<file path="src/hdl/sltx_pkg.sv">
// Shared types and constants for the link transmit frame tail
package sltx_pkg;

    ////////////////////////////////////////////////////////////////////////
    // Widths, defaults and reset values
    localparam int DW = 32;
    localparam int FIFO_DEPTH_DEF = 8;
    localparam logic [31:0] CRC_INIT_RST = 32'hFFFF_FFFF;
    localparam logic [31:0] CRC_POLY_DEF = 32'h04C1_1DB7;
    localparam logic [31:0] DWORD_RST = 32'h0000_0000;

    ////////////////////////////////////////////////////////////////////////
    // Decoded primitive codes, both directions
    typedef enum logic [3:0] {
        P_OTHER = 4'h0,
        P_DATA  = 4'h1,
        P_HOLD  = 4'h2,
        P_HOLDA = 4'h3,
        P_SYNC  = 4'h4,
        P_DMAT  = 4'h5,
        P_R_OK  = 4'h6,
        P_R_ERR = 4'h7,
        P_WTRM  = 4'h8,
        P_SOF   = 4'h9,
        P_EOF   = 4'hA,
        P_CRC   = 4'hB
    } sltx_prim_t;

    // Frame outcome codes towards the transport layer
    typedef enum logic [2:0] {
        RES_OK         = 3'h0,
        RES_REMOTE_ERR = 3'h1,
        RES_ILLEGAL    = 3'h2,
        RES_SYNC_ABORT = 3'h3,
        RES_PHY_NRDY   = 3'h4,
        RES_HOST_ABORT = 3'h5
    } sltx_res_t;

    // Gray codes along idle, sof, data, crc, eof, wait
    typedef enum logic [3:0] {
        ST_IDLE   = 4'h0,
        ST_SOF    = 4'h1,
        ST_DATA   = 4'h3,
        ST_CRC    = 4'h2,
        ST_EOF    = 4'h6,
        ST_WAIT   = 4'h7,
        ST_RHOLD  = 4'h5,
        ST_SHOLD  = 4'h4,
        ST_NOCOMM = 4'hC
    } sltx_state_t;

    ////////////////////////////////////////////////////////////////////////
    // Carriers
    typedef struct packed {
        logic last;
        logic [DW-1:0] dword;
    } sltx_word_t;

    typedef struct packed {
        sltx_prim_t prim;
        logic code_err;
        logic [DW-1:0] dword;
    } sltx_rx_t;

    typedef struct packed {
        sltx_prim_t prim;
        logic [DW-1:0] dword;
    } sltx_tx_t;

endpackage : sltx_pkg

</file>
<file path="src/hdl/sltx_frame_tail.sv">
// Link transmit frame tail state machine with its transport word FIFO
`timescale 1ns/1ps
`default_nettype none

////////////////////////////////////////////////////////////////////////////
// Flop based FIFO, registered full and empty flags
module sltx_fifo #(
    parameter int W = 33,
    parameter int D = 8
) (
    // Clock and reset
    input wire logic sys_clk,
    input wire logic rst_n,
    // Fill side
    input wire logic [W-1:0] in_data,
    input wire logic in_valid,
    output logic in_ready,
    // Drain side
    output logic [W-1:0] out_data,
    output logic out_valid,
    input wire logic out_ready
);
    localparam int AW = (D > 1) ? $clog2(D) : 1;
    localparam int CW = $clog2(D + 1);

    typedef struct packed {
        logic [D-1:0][W-1:0] mem;
        logic [AW-1:0] wptr;
        logic [AW-1:0] rptr;
        logic [CW-1:0] cnt;
        logic full;
        logic empty;
    } sltx_fifo_st_t;

    sltx_fifo_st_t s_ff;
    sltx_fifo_st_t nxt_s;
    logic push;
    logic pop;

    function automatic logic [AW-1:0] ptr_inc(input logic [AW-1:0] p);
        if (p == AW'(D - 1)) begin
            ptr_inc = '0;
        end else begin
            ptr_inc = AW'(p + 1'b1);
        end
    endfunction : ptr_inc

    assign in_ready = ~s_ff.full;
    assign out_valid = ~s_ff.empty;
    assign out_data = s_ff.mem[s_ff.rptr];
    assign push = in_valid & ~s_ff.full;
    assign pop = out_ready & ~s_ff.empty;

    always_comb begin
        nxt_s = s_ff;
        if (push) begin
            nxt_s.mem[s_ff.wptr] = in_data;
            nxt_s.wptr = ptr_inc(s_ff.wptr);
        end
        if (pop) begin
            nxt_s.rptr = ptr_inc(s_ff.rptr);
        end
        if (push && !pop) begin
            nxt_s.cnt = CW'(s_ff.cnt + 1'b1);
        end else if (pop && !push) begin
            nxt_s.cnt = CW'(s_ff.cnt - 1'b1);
        end
        nxt_s.full = (nxt_s.cnt == CW'(D));
        nxt_s.empty = (nxt_s.cnt == '0);
    end

    always_ff @(posedge sys_clk) begin
        if (!rst_n) begin
            s_ff <= '0;
            s_ff.empty <= 1'b1;
        end else begin
            s_ff <= nxt_s;
        end
    end

endmodule : sltx_fifo

////////////////////////////////////////////////////////////////////////////
module sltx_frame_tail
    import sltx_pkg::*;
#(
    parameter int FIFO_DEPTH = FIFO_DEPTH_DEF,
    parameter logic [31:0] CRC_INIT = CRC_INIT_RST,
    parameter logic [31:0] CRC_POLY = CRC_POLY_DEF,
    parameter bit DMAT_STOP = 1'b1
) (
    // Clock and reset
    input wire logic sys_clk,
    input wire logic rst_n,
    // Transport data words
    input wire sltx_word_t tp_word,
    input wire logic tp_valid,
    output logic tp_ready,
    // Transport control
    input wire logic tp_start,
    input wire logic tp_c0_req,
    input wire logic host_side,
    // Transport results
    output logic res_valid,
    output sltx_res_t res_code,
    output logic dmat_seen,
    output logic busy,
    // Physical layer
    input wire logic phy_rdy_pin,
    input wire sltx_rx_t phy_rx,
    output sltx_tx_t phy_tx
);

    typedef struct packed {
        sltx_state_t st;
        logic [31:0] crc;
        logic dat_done;
        logic flush;
        sltx_tx_t tx;
        logic res_valid;
        sltx_res_t res;
        logic dmat;
        logic busy;
        logic rdy_s1;
        logic rdy_s2;
    } sltx_top_st_t;

    sltx_top_st_t s_ff;
    sltx_top_st_t nxt_s;
    sltx_word_t f_word;
    logic f_valid;
    logic f_pop;
    logic phy_ok;
    logic avail;
    sltx_prim_t rp;

    ////////////////////////////////////////////////////////////////////////
    // Transport word FIFO; its ready back-pressures the transport
    sltx_fifo #(
        .W($bits(sltx_word_t)),
        .D(FIFO_DEPTH)
    ) u_fifo (
        .sys_clk(sys_clk),
        .rst_n(rst_n),
        .in_data(tp_word),
        .in_valid(tp_valid),
        .in_ready(tp_ready),
        .out_data(f_word),
        .out_valid(f_valid),
        .out_ready(f_pop)
    );

    ////////////////////////////////////////////////////////////////////////
    // Helpers
    function automatic logic [31:0] crc_step(input logic [31:0] c, input logic [31:0] d);
        logic [31:0] r;
        r = c;
        for (int i = 31; i >= 0; i--) begin
            if (r[31] ^ d[i]) begin
                r = {r[30:0], 1'b0} ^ CRC_POLY;
            end else begin
                r = {r[30:0], 1'b0};
            end
        end
        crc_step = r;
    endfunction : crc_step

    function automatic sltx_tx_t prim_word(input sltx_prim_t p);
        prim_word.prim = p;
        prim_word.dword = DWORD_RST;
    endfunction : prim_word

    assign phy_ok = s_ff.rdy_s2;
    // A dword with a coding error counts as no primitive, except in receive hold, where it acts as HOLD
    assign rp = phy_rx.code_err ? P_OTHER : phy_rx.prim;
    assign avail = f_valid & ~s_ff.flush;

    ////////////////////////////////////////////////////////////////////////
    // Next state
    always_comb begin
        nxt_s = s_ff;
        f_pop = 1'b0;
        nxt_s.res_valid = 1'b0;
        nxt_s.dmat = 1'b0;
        nxt_s.rdy_s1 = phy_rdy_pin;
        nxt_s.rdy_s2 = s_ff.rdy_s1;
        nxt_s.tx = prim_word(P_SYNC);

        // Leftover words of an ended frame are discarded up to its last one
        if (s_ff.flush && f_valid) begin
            f_pop = 1'b1;
            if (f_word.last) begin
                nxt_s.flush = 1'b0;
            end
        end

        case (s_ff.st)
            ST_IDLE: begin
                if (tp_start && phy_ok && !s_ff.flush) begin
                    nxt_s.st = ST_SOF;
                    nxt_s.crc = CRC_INIT;
                    nxt_s.dat_done = 1'b0;
                    nxt_s.busy = 1'b1;
                end
            end
            ST_SOF: begin
                nxt_s.tx = prim_word(P_SOF);
                nxt_s.st = ST_DATA;
                if (rp == P_SYNC) begin
                    nxt_s.st = ST_IDLE;
                    nxt_s.res_valid = 1'b1;
                    nxt_s.res = RES_ILLEGAL;
                    nxt_s.busy = 1'b0;
                end
            end
            ST_DATA: begin
                if (rp == P_SYNC) begin
                    nxt_s.st = ST_IDLE;
                    nxt_s.res_valid = 1'b1;
                    nxt_s.res = RES_ILLEGAL;
                    nxt_s.busy = 1'b0;
                end else if (rp == P_HOLD) begin
                    nxt_s.tx = prim_word(P_HOLDA);
                    nxt_s.st = ST_RHOLD;
                end else if (rp == P_DMAT && DMAT_STOP) begin
                    nxt_s.tx = prim_word(P_HOLD);
                    nxt_s.dmat = 1'b1;
                    nxt_s.st = ST_CRC;
                end else if (avail) begin
                    f_pop = 1'b1;
                    nxt_s.tx.prim = P_DATA;
                    nxt_s.tx.dword = f_word.dword;
                    nxt_s.crc = crc_step(s_ff.crc, f_word.dword);
                    if (f_word.last) begin
                        nxt_s.dat_done = 1'b1;
                        nxt_s.st = ST_CRC;
                    end
                end else begin
                    nxt_s.tx = prim_word(P_HOLD);
                    nxt_s.st = ST_SHOLD;
                end
            end
            ST_RHOLD: begin
                nxt_s.tx = prim_word(P_HOLDA);
                if (phy_rx.code_err || rp == P_HOLD) begin
                    nxt_s.st = ST_RHOLD;
                end else if (rp == P_SYNC) begin
                    nxt_s.st = ST_IDLE;
                    nxt_s.res_valid = 1'b1;
                    nxt_s.res = RES_ILLEGAL;
                    nxt_s.busy = 1'b0;
                end else if (rp == P_DMAT) begin
                    if (DMAT_STOP) begin
                        nxt_s.dmat = 1'b1;
                        nxt_s.st = ST_CRC;
                    end
                end else if (avail) begin
                    nxt_s.st = ST_DATA;
                end
            end
            ST_SHOLD: begin
                nxt_s.tx = prim_word(P_HOLD);
                if (rp == P_SYNC) begin
                    nxt_s.st = ST_IDLE;
                    nxt_s.res_valid = 1'b1;
                    nxt_s.res = RES_ILLEGAL;
                    nxt_s.busy = 1'b0;
                end else if (rp == P_DMAT) begin
                    if (DMAT_STOP) begin
                        nxt_s.dmat = 1'b1;
                        nxt_s.st = ST_CRC;
                    end
                end else if (avail && rp == P_HOLD) begin
                    nxt_s.st = ST_RHOLD;
                end else if (avail) begin
                    nxt_s.st = ST_DATA;
                end else begin
                    nxt_s.st = ST_SHOLD;
                end
            end
            ST_CRC: begin
                nxt_s.tx.prim = P_CRC;
                nxt_s.tx.dword = s_ff.crc;
                nxt_s.st = ST_EOF;
                // Early DMAT exit leaves words behind; drop them
                if (!s_ff.dat_done) begin
                    nxt_s.flush = 1'b1;
                    nxt_s.dat_done = 1'b1;
                end
                if (rp == P_SYNC) begin
                    nxt_s.st = ST_IDLE;
                    nxt_s.res_valid = 1'b1;
                    nxt_s.res = RES_ILLEGAL;
                    nxt_s.busy = 1'b0;
                end
            end
            ST_EOF: begin
                nxt_s.tx = prim_word(P_EOF);
                nxt_s.st = ST_WAIT;
                if (rp == P_SYNC) begin
                    nxt_s.st = ST_IDLE;
                    nxt_s.res_valid = 1'b1;
                    nxt_s.res = RES_ILLEGAL;
                    nxt_s.busy = 1'b0;
                end
            end
            ST_WAIT: begin
                nxt_s.tx = prim_word(P_WTRM);
                if (rp == P_R_OK) begin
                    nxt_s.st = ST_IDLE;
                    nxt_s.res_valid = 1'b1;
                    nxt_s.res = RES_OK;
                    nxt_s.busy = 1'b0;
                end else if (rp == P_R_ERR) begin
                    nxt_s.st = ST_IDLE;
                    nxt_s.res_valid = 1'b1;
                    nxt_s.res = RES_REMOTE_ERR;
                    nxt_s.busy = 1'b0;
                end else if (rp == P_SYNC) begin
                    nxt_s.st = ST_IDLE;
                    nxt_s.res_valid = 1'b1;
                    nxt_s.res = RES_SYNC_ABORT;
                    nxt_s.busy = 1'b0;
                end
            end
            ST_NOCOMM: begin
                // Stays until the phy comes back, then rests in idle
                if (phy_ok) begin
                    nxt_s.st = ST_IDLE;
                end
            end
            default: begin
                nxt_s.st = ST_IDLE;
                nxt_s.busy = 1'b0;
            end
        endcase

        ////////////////////////////////////////////////////////////////////
        // Exits common to every frame state (no C=0 exit from SOF); later ones win
        if (s_ff.st != ST_IDLE && s_ff.st != ST_NOCOMM) begin
            if (host_side && tp_c0_req && s_ff.st != ST_SOF) begin
                nxt_s.st = ST_IDLE;
                nxt_s.tx = prim_word(P_SYNC);
                nxt_s.res_valid = 1'b1;
                nxt_s.res = RES_HOST_ABORT;
                nxt_s.busy = 1'b0;
                nxt_s.dmat = 1'b0;
                nxt_s.flush = ~nxt_s.dat_done;
                nxt_s.dat_done = 1'b1;
            end
            if (!phy_ok) begin
                nxt_s.st = ST_NOCOMM;
                nxt_s.tx = prim_word(P_SYNC);
                nxt_s.res_valid = 1'b1;
                nxt_s.res = RES_PHY_NRDY;
                nxt_s.busy = 1'b0;
                nxt_s.dmat = 1'b0;
                nxt_s.flush = ~nxt_s.dat_done;
                nxt_s.dat_done = 1'b1;
            end
        end
        // Any other ending by SYNC also leaves words to drop
        if (nxt_s.st == ST_IDLE && s_ff.st != ST_IDLE && !nxt_s.dat_done) begin
            nxt_s.flush = 1'b1;
            nxt_s.dat_done = 1'b1;
        end
        // Idle always sends SYNC, so the far end sees the frame end on the result edge
        if (nxt_s.st == ST_IDLE) begin
            nxt_s.tx = prim_word(P_SYNC);
        end
    end

    ////////////////////////////////////////////////////////////////////////
    // State register
    always_ff @(posedge sys_clk) begin
        if (!rst_n) begin
            s_ff.st <= ST_IDLE;
            s_ff.crc <= CRC_INIT_RST;
            s_ff.dat_done <= 1'b1;
            s_ff.flush <= 1'b0;
            s_ff.tx.prim <= P_SYNC;
            s_ff.tx.dword <= DWORD_RST;
            s_ff.res_valid <= 1'b0;
            s_ff.res <= RES_OK;
            s_ff.dmat <= 1'b0;
            s_ff.busy <= 1'b0;
            s_ff.rdy_s1 <= 1'b0;
            s_ff.rdy_s2 <= 1'b0;
        end else begin
            s_ff <= nxt_s;
        end
    end

    // Outcome codes and status to the transport, and the transmit word to the physical layer
    assign res_valid = s_ff.res_valid;
    assign res_code = s_ff.res;
    assign dmat_seen = s_ff.dmat;
    assign busy = s_ff.busy;
    assign phy_tx = s_ff.tx;

endmodule : sltx_frame_tail

`default_nettype wire

</file>
<file path="config.mk">
export PLATFORM = sky130hd
export DESIGN_NAME = sltx_frame_tail
export DESIGN_NICKNAME = d
export VERILOG_FILES = /design/src/hdl/sltx_pkg.sv /design/src/hdl/sltx_frame_tail.sv
export SDC_FILE = /design/constraint.sdc
export NUM_CORES = 1
export LEC_CHECK = 0
export BUFFER_PORTS_ARGS = -buffer_cell sky130_fd_sc_hd__buf_2
export CORE_ASPECT_RATIO = 0.8
export CORE_MARGIN = 8
export CORE_UTILIZATION = 30
export DETAILED_ROUTE_END_ITERATION = 10
export GPL_ROUTABILITY_DRIVEN = 0
export PLACE_DENSITY_LB_ADDON = 0.12
export SYNTH_ARGS = -nofsm -noshare
export SYNTH_HDL_FRONTEND = slang
export SYNTH_SLANG_ARGS = --single-unit
</file>
<file path="constraint.sdc">
create_clock -name sys_clk -period 12 [get_ports sys_clk]
set_input_delay 1.8 -clock sys_clk [delete_from_list [all_inputs] [get_ports sys_clk]]
set_output_delay 1.8 -clock sys_clk [all_outputs]
set_load 0.1 [all_outputs]
</file>
==> run summary, run 1 <==
====================================================================================================
Final nets                                                                                     2,216
Share of cells above drive strength 1                                                          0.144
Outcome                                                                                    completed
Max Root-Sink Buffers                                                                              3
Ranking of synthesized cells by instance count                                          569 x sky130_fd_sc_hd__nand2_1, 358 x sky130_fd_sc_hd__dfxtp_1, 331 x sky130_fd_sc_hd__a21oi_1, 147 x sky130_fd_sc_hd__xnor2_1, 117 x sky130_fd_sc_hd__clkbuf_1
Setup Buffers After CTS                                                                            0
# resized after CTS                                                                                0
Worst IR drop on VDD                                                                          349 µV
Crit Path Max Fanout                                                                              34
CP endpoint kind                                                                            register
RSZ-0062 raised after global routing                                                              no
Post-route DRC violation count                                                                     0
Initial antenna violation count                                                                    9
Max-cap violation count                                                                            0
Most frequently used cell type in the post-synthesis netlist                            sky130_fd_sc_hd__nand2_1
Cell chosen for the clock root                                                          sky130_fd_sc_hd__clkbuf_16
Number of failing hold endpoints at the final stage                                                0
Reg area                                                                                    7170 µm²
Share of the core filled with cells                                                            0.336
Number of vias after detailed routing                                                         14,900
Avg Vias per Cell                                                                               4.96
Logic depth of the worst register-to-register path                                                14
Total routing resource utilization after global routing                                        0.174
Max stage delay cell, worst path                                                        sky130_fd_sc_hd__dfxtp_4
Final ANT Viol Nets                                                                                0
Register-to-register setup slack                                                             5.42 ns
Area of combinational cells with multiple inputs                                          10,600 µm²
Worst Max-Slew Pin Slew                                                                      1.13 ns
Worst min path class                                                                         reg2reg
Largest area contributor in the synthesized netlist                                     sky130_fd_sc_hd__dfxtp_1
Slowest stage delay, CP                                                                      0.75 ns
Power per standard cell area                                                              323 nW/µm²
Share of synthesized area occupied by flip-flops and latches                                   0.379
Clock Sinks                                                                                      358
Worst Setup Start Kind                                                                      register
Clock latency at the later pin of the worst-skew pair                                        0.58 ns
Congestion Overflow GR                                                                             0
Clock-pin slew reported for the worst setup and hold paths after clock tree synthesis        0.06 ns
DR pass1 iterations                                                                                6
Post-CTS Hold Fix Bufs                                                                             0
Core Box Area                                                                             62,500 µm²
Worst hold start                                                                            nxt_s[0]
Startpoint of the most critical register-to-register path                               u_fifo.s_ff[6]
Ranking of synthesized cells by area                                                    sky130_fd_sc_hd__dfxtp_1 38%, sky130_fd_sc_hd__nand2_1 11%, sky130_fd_sc_hd__a21oi_1 8.8%
Terminating pin of the worst hold path                                                        phy_ok
Yosys warning count                                                                                0
Clock tree from TritonCTS                                                                       done
CTS H-tree lvls                                                                                    2
Count of distinct cell types in the synthesized netlist                                           69
Syn Area/Cell                                                                               8.67 µm²
EDFF count, synth                                                                                  0
Worst path arrival time                                                                      7.02 ns
Leak Pwr                                                                                     6.92 nW
Total setup violations reported at the end of the flow                                             0
Detailed-placement wirelength estimate                                                       40.1 mm
Area added between synthesis and finish                                                        10.7%
Slew Limit Headroom                                                                            0.247
Fin. max-slew vios                                                                                 0
IO Pins                                                                                          120
Violation count after the first detailed-routing iteration                                     1,031
Timing-limited maximum frequency                                                             152 MHz
Number of cells traversed by the worst hold path                                                   1
Number of cells after detailed placement                                                       2,929
Via count of the first global-routing pass                                                    14,300
Mapped Nets                                                                                    2,266
Initial Util                                                                                   0.303
Global-route wire length before repair                                                       95.3 mm
Pin count of the biggest net entering global routing                                             104
Max Clock Skew                                                                             0.0220 ns
Average wire per cell in the routed design                                                   21.5 µm
Series of cell instances along the critical path                                        buf_4, buf_4, nand2_1, o211ai_1, xor2_2, xnor2_2, xor3_2, xnor3_1, xnor2_2, xnor3_2, xnor2_2, xnor3_1, nor2_1, o21ai_1
TritonCTS Buffers                                                                                 42
Fillcell total                                                                                 6,474
Number of rows created at floorplan                                                               82
FF+latch count, synth                                                                            358
Capturing point of the worst reg2reg path                                                   s_ff[70]
Die Area                                                                                  71,400 µm²
Final period demand of the worst path                                                        6.58 ns
Total power consumption of the routed design                                                 6.77 mW
Data required time at the worst endpoint                                                    12.44 ns
Type of the worst setup path                                                                 reg2reg
Combined area of all synthesized cells                                                    18,900 µm²
Share of flip-flops with an asynchronous set or reset after synthesis                              0
CP most frequent cell                                                                   sky130_fd_sc_hd__xnor2_2
Quantity of I/O buffers inserted on ports                                                         87
Layout Cells excl Fill                                                                         3,003
Top FF cell, synth                                                                      sky130_fd_sc_hd__dfxtp_1
Synthesized netlist cell count                                                                 2,183
Fraction of post-synthesis cell area in the top cell type by area                              0.379
Overall die width                                                                             297 µm
Overall die height                                                                            241 µm
Accumulated negative setup slack                                                                0 ns
Aggregate routed wire length                                                                 64.6 mm
Post-route clock period utilization                                                            0.549
====================================================================================================
==> worst max-delay path by stage <==
stage	cells past startpoint	end	start
6_report	14	s_ff[70]	u_fifo.s_ff[6]
5_1_grt	14	s_ff[70]	u_fifo.s_ff[6]
4_1_cts	14	s_ff[70]	u_fifo.s_ff[6]
3_5_place_dp	14	s_ff[70]	u_fifo.s_ff[6]
3_3_place_gp	14	s_ff[70]	u_fifo.s_ff[6]
2_1_floorplan	16	phy_tx[33]	phy_rx[34]
==> area by class of cell <==
cell class	instances	area share
tap	840	0.0501
clock inverter	10	0.00734
clock buffer	61	0.0588
sequential	358	0.342
multi-input combinational	1607	0.508
inverter	6	0.00143
antenna	3	0.000358
timing repair buffer	118	0.0319
==> state kept, by name, summed over array words and instances, names as in the netlist <==
| signal | flops |
|---|---|
| u_fifo.s_ff | 276 |
| s_ff | 38 |
| phy_tx | 36 |
| res_code | 3 |
| busy | 1 |
| dmat_seen | 1 |
| nxt_s | 1 |
| phy_ok | 1 |
| res_valid | 1 |
==> report_power, final <==
group	total, mW	internal (mW)	switching (mW)
sequential	1.25	1.22	0.0363
combinational	4.23	1.94	2.29
clock	1.29	0.758	0.535
total	6.77	3.91	2.86
==> metal layers <==
layer / track usage / up-vias / share of wire
met3: 0.0380 / 75 / 0.069
met1: 0.247 / 7306 / 0.48
li1: - / 7136 / -
met4: 0.0369 / 10 / 0.018
met2: 0.272 / 369 / 0.43
met5: 0 / - / 0.00093
==> placed cells by master, fill, tap and decap left out, drive strengths merged, types with 8 or more instances in the layout <==
cell,netlist,layout
xnor2,166,166
nand2,573,573
dfxtp,358,358
mux4,34,34
and2,8,8
o21ai,29,29
xor2,68,68
xnor3,23,23
a22oi,32,32
clkbuf,150,61
buf,62,118
nor2b,12,12
nor2,105,105
a21oi,331,331
mux2i,79,79
nor3,47,47
==> kinds of logic after synthesis <==
kind of cell | count (synthesis) | synth area share
fa+ha+maj | 7 | 0.00449
flops | 358 | 0.379
compound gates | 429 | 0.124
buf+inv | 218 | 0.0624
simple gates | 790 | 0.170
xor+xnor | 263 | 0.173
mux | 118 | 0.0874
==> critical path, delay by kind of cell, from the launching register on <==
family | cells | cell delay [ns]
AO/OA/AOI/OAI | 2 | 0.70
AND/OR/NAND/NOR | 2 | 0.38
buffers and inverters | 2 | 1.27
XOR/XNOR | 8 | 3.29
flip-flops | 1 | 0.75
==> per-stage QoR <==
| step | hold slack (ns) | setup slack (ns) | instance area (µm²) |
|---|---|---|---|
| after floorplan | 0.412 | 7.53 | 18900 |
| after global placement | 0.425 | 5.38 | 19600 |
| after detailed placement | 0.427 | 5.37 | 19600 |
| after CTS | 0.440 | 5.33 | 21000 |
| after global routing | 0.464 | 5.08 | 21000 |
| final | 0.434 | 5.42 | 21000 |
Power figures use the tool's default switching activity.
==> inputs of run 2 (changes only) <==
- ABC_AREA: unset -> 1
- clock period: 12 -> 5.54 ns (I/O delays scaled with it)
==> run summary, run 2 <==
====================================================================================================
Number of failing hold endpoints at the final stage                                                0
Clock Sinks                                                                                      358
Largest area contributor in the synthesized netlist                                     sky130_fd_sc_hd__dfxtp_1
Clock tree from TritonCTS                                                                       done
Quantity of I/O buffers inserted on ports                                                         87
Overall die height                                                                            252 µm
Setup Buffers After CTS                                                                            0
Post-route clock period utilization                                                            0.874
Timing-limited maximum frequency                                                             207 MHz
Cell chosen for the clock root                                                          sky130_fd_sc_hd__clkbuf_16
Worst Setup Start Kind                                                                      register
Detailed-placement wirelength estimate                                                       53.3 mm
Area added between synthesis and finish                                                        10.4%
Max Clock Skew                                                                             0.0236 ns
Crit path capture                                                                           s_ff[51]
Initial Util                                                                                   0.303
Share of synthesized area occupied by flip-flops and latches                                   0.344
Via count of the first global-routing pass                                                    19,500
Fin. max-slew vios                                                                                 0
Worst path arrival time                                                                      5.35 ns
Syn Area/Cell                                                                               6.44 µm²
Average wire per cell in the routed design                                                   19.3 µm
Congestion Overflow GR                                                                             0
Clock latency at the later pin of the worst-skew pair                                        0.58 ns
Overall die width                                                                             311 µm
Worst Max-Slew Pin Slew                                                                      1.02 ns
Slew Limit Headroom                                                                            0.316
Initial antenna violation count                                                                    6
Ranking of synthesized cells by instance count                                          666 x sky130_fd_sc_hd__nand2_1, 620 x sky130_fd_sc_hd__nor2_1, 364 x sky130_fd_sc_hd__o21ai_0, 358 x sky130_fd_sc_hd__dfxtp_1, 238 x sky130_fd_sc_hd__inv_1
RSZ-0062 raised after global routing                                                              no
Largest register FFs                                                                             276
Data required time at the worst endpoint                                                     6.04 ns
Register name with the most flops                                                        u_fifo.s_ff
Clock-pin slew reported for the worst setup and hold paths after clock tree synthesis        0.06 ns
Count of distinct cell types in the synthesized netlist                                           58
Ranking of synthesized cells by area                                                    sky130_fd_sc_hd__dfxtp_1 34%, sky130_fd_sc_hd__nand2_1 12%, sky130_fd_sc_hd__nor2_1 11%
Number of cells traversed by the worst hold path                                                   2
Max Root-Sink Buffers                                                                              3
CTS H-tree lvls                                                                                    2
Type of the worst setup path                                                                 reg2reg
Worst path top cell family by delay                                                     simple AND/OR/NAND/NOR gates
Most frequently used cell type in the post-synthesis netlist                            sky130_fd_sc_hd__nand2_1
CP Launch Point                                                                         u_fifo.s_ff[6]
TritonCTS Buffers                                                                                 42
Accumulated negative setup slack                                                                0 ns
Total setup violations reported at the end of the flow                                             0
Logic depth of the worst register-to-register path                                                31
Number of buffer and inverter instances along the worst setup path                                 5
Slowest stage delay, CP                                                                      0.39 ns
Commonest non-fill, non-tap cell in the layout                                          sky130_fd_sc_hd__nand2_1
FF+latch count, synth                                                                            358
Avg Vias per Cell                                                                               5.03
Crit Path Max Fanout                                                                              98
Violation count after the first detailed-routing iteration                                     1,992
Register-to-register setup slack                                                             0.70 ns
EDFF count, synth                                                                                  0
Top FF cell, synth                                                                      sky130_fd_sc_hd__dfxtp_1
Startpoint of the most critical register-to-register path                               u_fifo.s_ff[6]
Combined area of all synthesized cells                                                    20,900 µm²
Number of vias after detailed routing                                                         20,900
Final nets                                                                                     3,278
Post-route DRC violation count                                                                     0
Max-cap violation count                                                                            0
Post-CTS Hold Fix Bufs                                                                             0
Aggregate routed wire length                                                                 80.0 mm
Mapped Nets                                                                                    3,321
Fraction of post-synthesis cell area in the top cell type by area                              0.344
# resized after CTS                                                                                0
CP endpoint kind                                                                            register
CP most frequent cell                                                                   sky130_fd_sc_hd__nand2_1
Pin count of the biggest net entering global routing                                             112
Die Area                                                                                  78,300 µm²
Global-route wire length before repair                                                        121 mm
Share of cells above drive strength 1                                                          0.113
Capturing point of the worst reg2reg path                                                   s_ff[51]
Final period demand of the worst path                                                        4.84 ns
DR pass1 iterations                                                                                6
Most frequent cells in the layout                                                       666 x sky130_fd_sc_hd__nand2_1, 611 x sky130_fd_sc_hd__nor2_1, 364 x sky130_fd_sc_hd__o21ai_0, 356 x sky130_fd_sc_hd__dfxtp_1, 238 x sky130_fd_sc_hd__inv_1
Total routing resource utilization after global routing                                        0.197
Final ANT Viol Nets                                                                                0
Levels on crit path                                                                               31
Max stage delay cell, worst path                                                        sky130_fd_sc_hd__buf_12
Worst min path class                                                                         reg2reg
Number of rows created at floorplan                                                               86
Share of flip-flops with an asynchronous set or reset after synthesis                              0
Synthesized netlist cell count                                                                 3,238
Core Box Area                                                                             68,900 µm²
Outcome                                                                                    completed
IO Pins                                                                                          120
Yosys warning count                                                                                0
====================================================================================================
==> run 2: worst min-delay path by stage <==
stage                           start       end  slack (ns)
after floorplan              nxt_s[0]    phy_ok        0.39
after global placement       nxt_s[0]    phy_ok        0.42
after detailed placement     nxt_s[0]    phy_ok        0.41
after CTS                 phy_rdy_pin  nxt_s[0]        0.43
after global routing      phy_rdy_pin  nxt_s[0]        0.46
final                        nxt_s[0]    phy_ok        0.43
==> run 2: final cells by class <==
cell class | instances | area [µm²]
Fill cell | 7467 | 45900
Multi-Input combinational cell | 2392 | 11500
Sequential cell | 358 | 7170
Clock buffer | 61 | 1220
Tap cell | 924 | 1160
Inverter | 269 | 1020
Timing Repair Buffer | 132 | 830
Clock inverter | 10 | 90.1
Antenna cell | 1 | 2.50
==> run 2: stage by stage <==
| step | setup slack, ns | cells | util | hold WS [ns] | instance area [µm²] |
|---|---|---|---|---|---|
| after floorplan | 2.32 | 3238 | - | 0.390 | 20900 |
| after global placement | 0.887 | 4075 | 0.315 | 0.421 | 21700 |
| after detailed placement | 0.825 | 4075 | 0.315 | 0.410 | 21700 |
| after CTS | 0.815 | 4146 | 0.334 | 0.428 | 23000 |
| after global routing | 0.335 | 4146 | 0.334 | 0.456 | 23000 |
| final | 0.698 | 4147 | 0.334 | 0.429 | 23000 |
==> run 2: cells by family after synthesis <==
logic type               Yosys count  synth area share
AND/OR/NAND/NOR                 1672             0.342
flip-flops                       358             0.344
XOR/XNOR                         116            0.0505
adder cells (fa/ha/maj)            6           0.00360
buffers and inverters            488             0.106
AO/OA/AOI/OAI                    595             0.153
multiplexers                       3           0.00144
==> run 2: routing by layer <==
layer  part of all wire  wire length [µm]  track usage
met5            0.00019                15            0
met4              0.025              2000       0.0528
met3              0.083              6610       0.0429
met2               0.40             32300        0.287
met1               0.49             39100        0.288
==> run 2: tightest hold or removal path, cell delays in order, from the launching register on <==
cell and delay [ns]:
sky130_fd_sc_hd__dfxtp_1 0.31, sky130_fd_sc_hd__nand2_1 0.05, sky130_fd_sc_hd__inv_1 0.05
Power of run 2 is not shown: default switching activity piles up to over one toggle a cycle in this logic, so the estimate is an artifact.
==> inputs of run 3 (changes only) <==
- CORE_ASPECT_RATIO: 0.8 -> 0.6
- CTS_CLUSTER_SIZE: unset -> 30
==> run summary, run 3 (same netlist as run 2, synthesis figures left out) <==
====================================================================================================
Outcome                                                                                    completed
Cell chosen for the clock root                                                          sky130_fd_sc_hd__clkbuf_16
DR pass1 iterations                                                                                6
Final ANT Viol Nets                                                                                0
Number of vias after detailed routing                                                         21,000
Most frequent cells in the layout                                                       666 x sky130_fd_sc_hd__nand2_1, 611 x sky130_fd_sc_hd__nor2_1, 363 x sky130_fd_sc_hd__o21ai_0, 356 x sky130_fd_sc_hd__dfxtp_1
Average wire per cell in the routed design                                                   19.9 µm
Crit Path Max Fanout                                                                              41
Share of cells above drive strength 1                                                          0.115
Startpoint of the most critical register-to-register path                               u_fifo.s_ff[6]
Worst hold start                                                                            nxt_s[0]
Clock Sinks                                                                                      358
Global-route wire length before repair                                                        123 mm
Max Clock Skew                                                                             0.0296 ns
IO Pins                                                                                          120
Core Box Area                                                                             69,300 µm²
CP endpoint kind                                                                            register
Worst min path class                                                                         reg2reg
Pin count of the biggest net entering global routing                                             154
Total routing resource utilization after global routing                                        0.205
Fin. max-slew vios                                                                                 0
Worst path arrival time                                                                      5.54 ns
Logic depth of the worst register-to-register path                                                32
Area added between synthesis and finish                                                        10.6%
Timing-limited maximum frequency                                                             196 MHz
Worst Setup Start Kind                                                                      register
Accumulated negative setup slack                                                                0 ns
Max Root-Sink Buffers                                                                              3
Quantity of I/O buffers inserted on ports                                                         87
Register-to-register setup slack                                                             0.45 ns
Capturing point of the worst reg2reg path                                                   s_ff[59]
Post-CTS Hold Fix Bufs                                                                             0
Final period demand of the worst path                                                        5.09 ns
Final nets                                                                                     3,286
Total setup violations reported at the end of the flow                                             0
Data required time at the worst endpoint                                                     5.99 ns
Via count of the first global-routing pass                                                    19,500
Terminating pin of the worst hold path                                                        phy_ok
Type of the worst setup path                                                                 reg2reg
Worst path top cell family by delay                                                     simple AND/OR/NAND/NOR gates
Clock latency at the later pin of the worst-skew pair                                        0.57 ns
Slowest stage delay, CP                                                                      0.47 ns
RSZ-0062 raised after global routing                                                              no
Aggregate routed wire length                                                                 82.7 mm
Avg Vias per Cell                                                                               5.07
Max-cap violation count                                                                            0
Overall die height                                                                            220 µm
Largest register FFs                                                                             276
Share of the core filled with cells                                                            0.332
Number of cells traversed by the worst hold path                                                   2
TritonCTS Buffers                                                                                 39
Commonest non-fill, non-tap cell in the layout                                          sky130_fd_sc_hd__nand2_1
Violation count after the first detailed-routing iteration                                     2,320
Number of buffer and inverter instances along the worst setup path                                 5
CP most frequent cell                                                                   sky130_fd_sc_hd__nand2_1
CTS H-tree lvls                                                                                    2
Setup Buffers After CTS                                                                            0
Post-route DRC violation count                                                                     0
Register name with the most flops                                                        u_fifo.s_ff
Clock-pin slew reported for the worst setup and hold paths after clock tree synthesis        0.06 ns
Max stage delay cell, worst path                                                        sky130_fd_sc_hd__buf_4
Number of rows created at floorplan                                                               75
Number of cells after detailed placement                                                       4,086
Worst Max-Slew Pin Slew                                                                      1.18 ns
Number of failing hold endpoints at the final stage                                                0
# resized after CTS                                                                                0
Detailed-placement wirelength estimate                                                       57.0 mm
Congestion Overflow GR                                                                             0
Initial Util                                                                                   0.301
Post-route clock period utilization                                                            0.919
Die Area                                                                                  78,500 µm²
Clock tree from TritonCTS                                                                       done
Layout Cells excl Fill                                                                         4,153
Overall die width                                                                             356 µm
Initial antenna violation count                                                                    9
Slew Limit Headroom                                                                            0.204
====================================================================================================
## run 3: cell types whose count changed in the layout (fill, tap and decap cells not counted), moves of 2 or more
cell / delta
sky130_fd_sc_hd__clkinvlp_4: -2
sky130_fd_sc_hd__clkbuf_8: -2
sky130_fd_sc_hd__buf_4: +11
sky130_fd_sc_hd__bufinv_16: +3
sky130_fd_sc_hd__clkbuf_16: -3
## run 3: worst register-to-register path, delay by kind of cell, from the launching register on
| family | cells | cell delay, ns |
|---|---|---|
| DFF | 1 | 0.39 |
| and+or+nand+nor | 27 | 3.64 |
| buffers and inverters | 5 | 0.95 |
## run 3: final cells by class
type                       count  area [µm²]
antenna                        1        2.50
clock buffer                  55        1120
sequential                   358        7170
clock inverter                11         154
fill                        7520       46300
timing repair buffer         143         912
inverter                     269        1020
multi-input combinational   2392       11500
tap                          924        1160
## run 3: worst max path at each step
| stage | from | to | slack, ns | cells after the start |
|---|---|---|---|---|
| 6_report | u_fifo.s_ff[6] | s_ff[59] | 0.45 | 32 |
| 5_1_grt | u_fifo.s_ff[6] | s_ff[59] | 0.08 | 32 |
| 4_1_cts | u_fifo.s_ff[6] | s_ff[59] | 0.67 | 32 |
| 3_5_place_dp | u_fifo.s_ff[6] | s_ff[59] | 0.70 | 32 |
| 3_3_place_gp | u_fifo.s_ff[6] | s_ff[59] | 0.71 | 31 |
| 2_1_floorplan | u_fifo.s_ff[6] | s_ff[56] | 2.32 | 36 |
## run 3: metrics by stage
| step | setup slack (ns) | instance area [µm²] | hold slack [ns] |
|---|---|---|---|
| 2_1_floorplan | 2.32 | 20900 | 0.390 |
| 3_3_place_gp | 0.709 | 21800 | 0.411 |
| 3_5_place_dp | 0.702 | 21800 | 0.425 |
| 4_1_cts | 0.671 | 23100 | 0.418 |
| 5_1_grt | 0.0796 | 23100 | 0.422 |
| 6_report | 0.448 | 23100 | 0.442 |
## run 3: layer usage
metal | vias to the layer above | GRT usage | routed length, µm
li1 | 10200 | - | -
met1 | 9879 | 0.318 | 42300
met2 | 820 | 0.272 | 30600
met3 | 94 | 0.0614 | 8410
met4 | 12 | 0.0371 | 1340
met5 | - | 0 | 80
Power of run 3 is left out for the same reason.
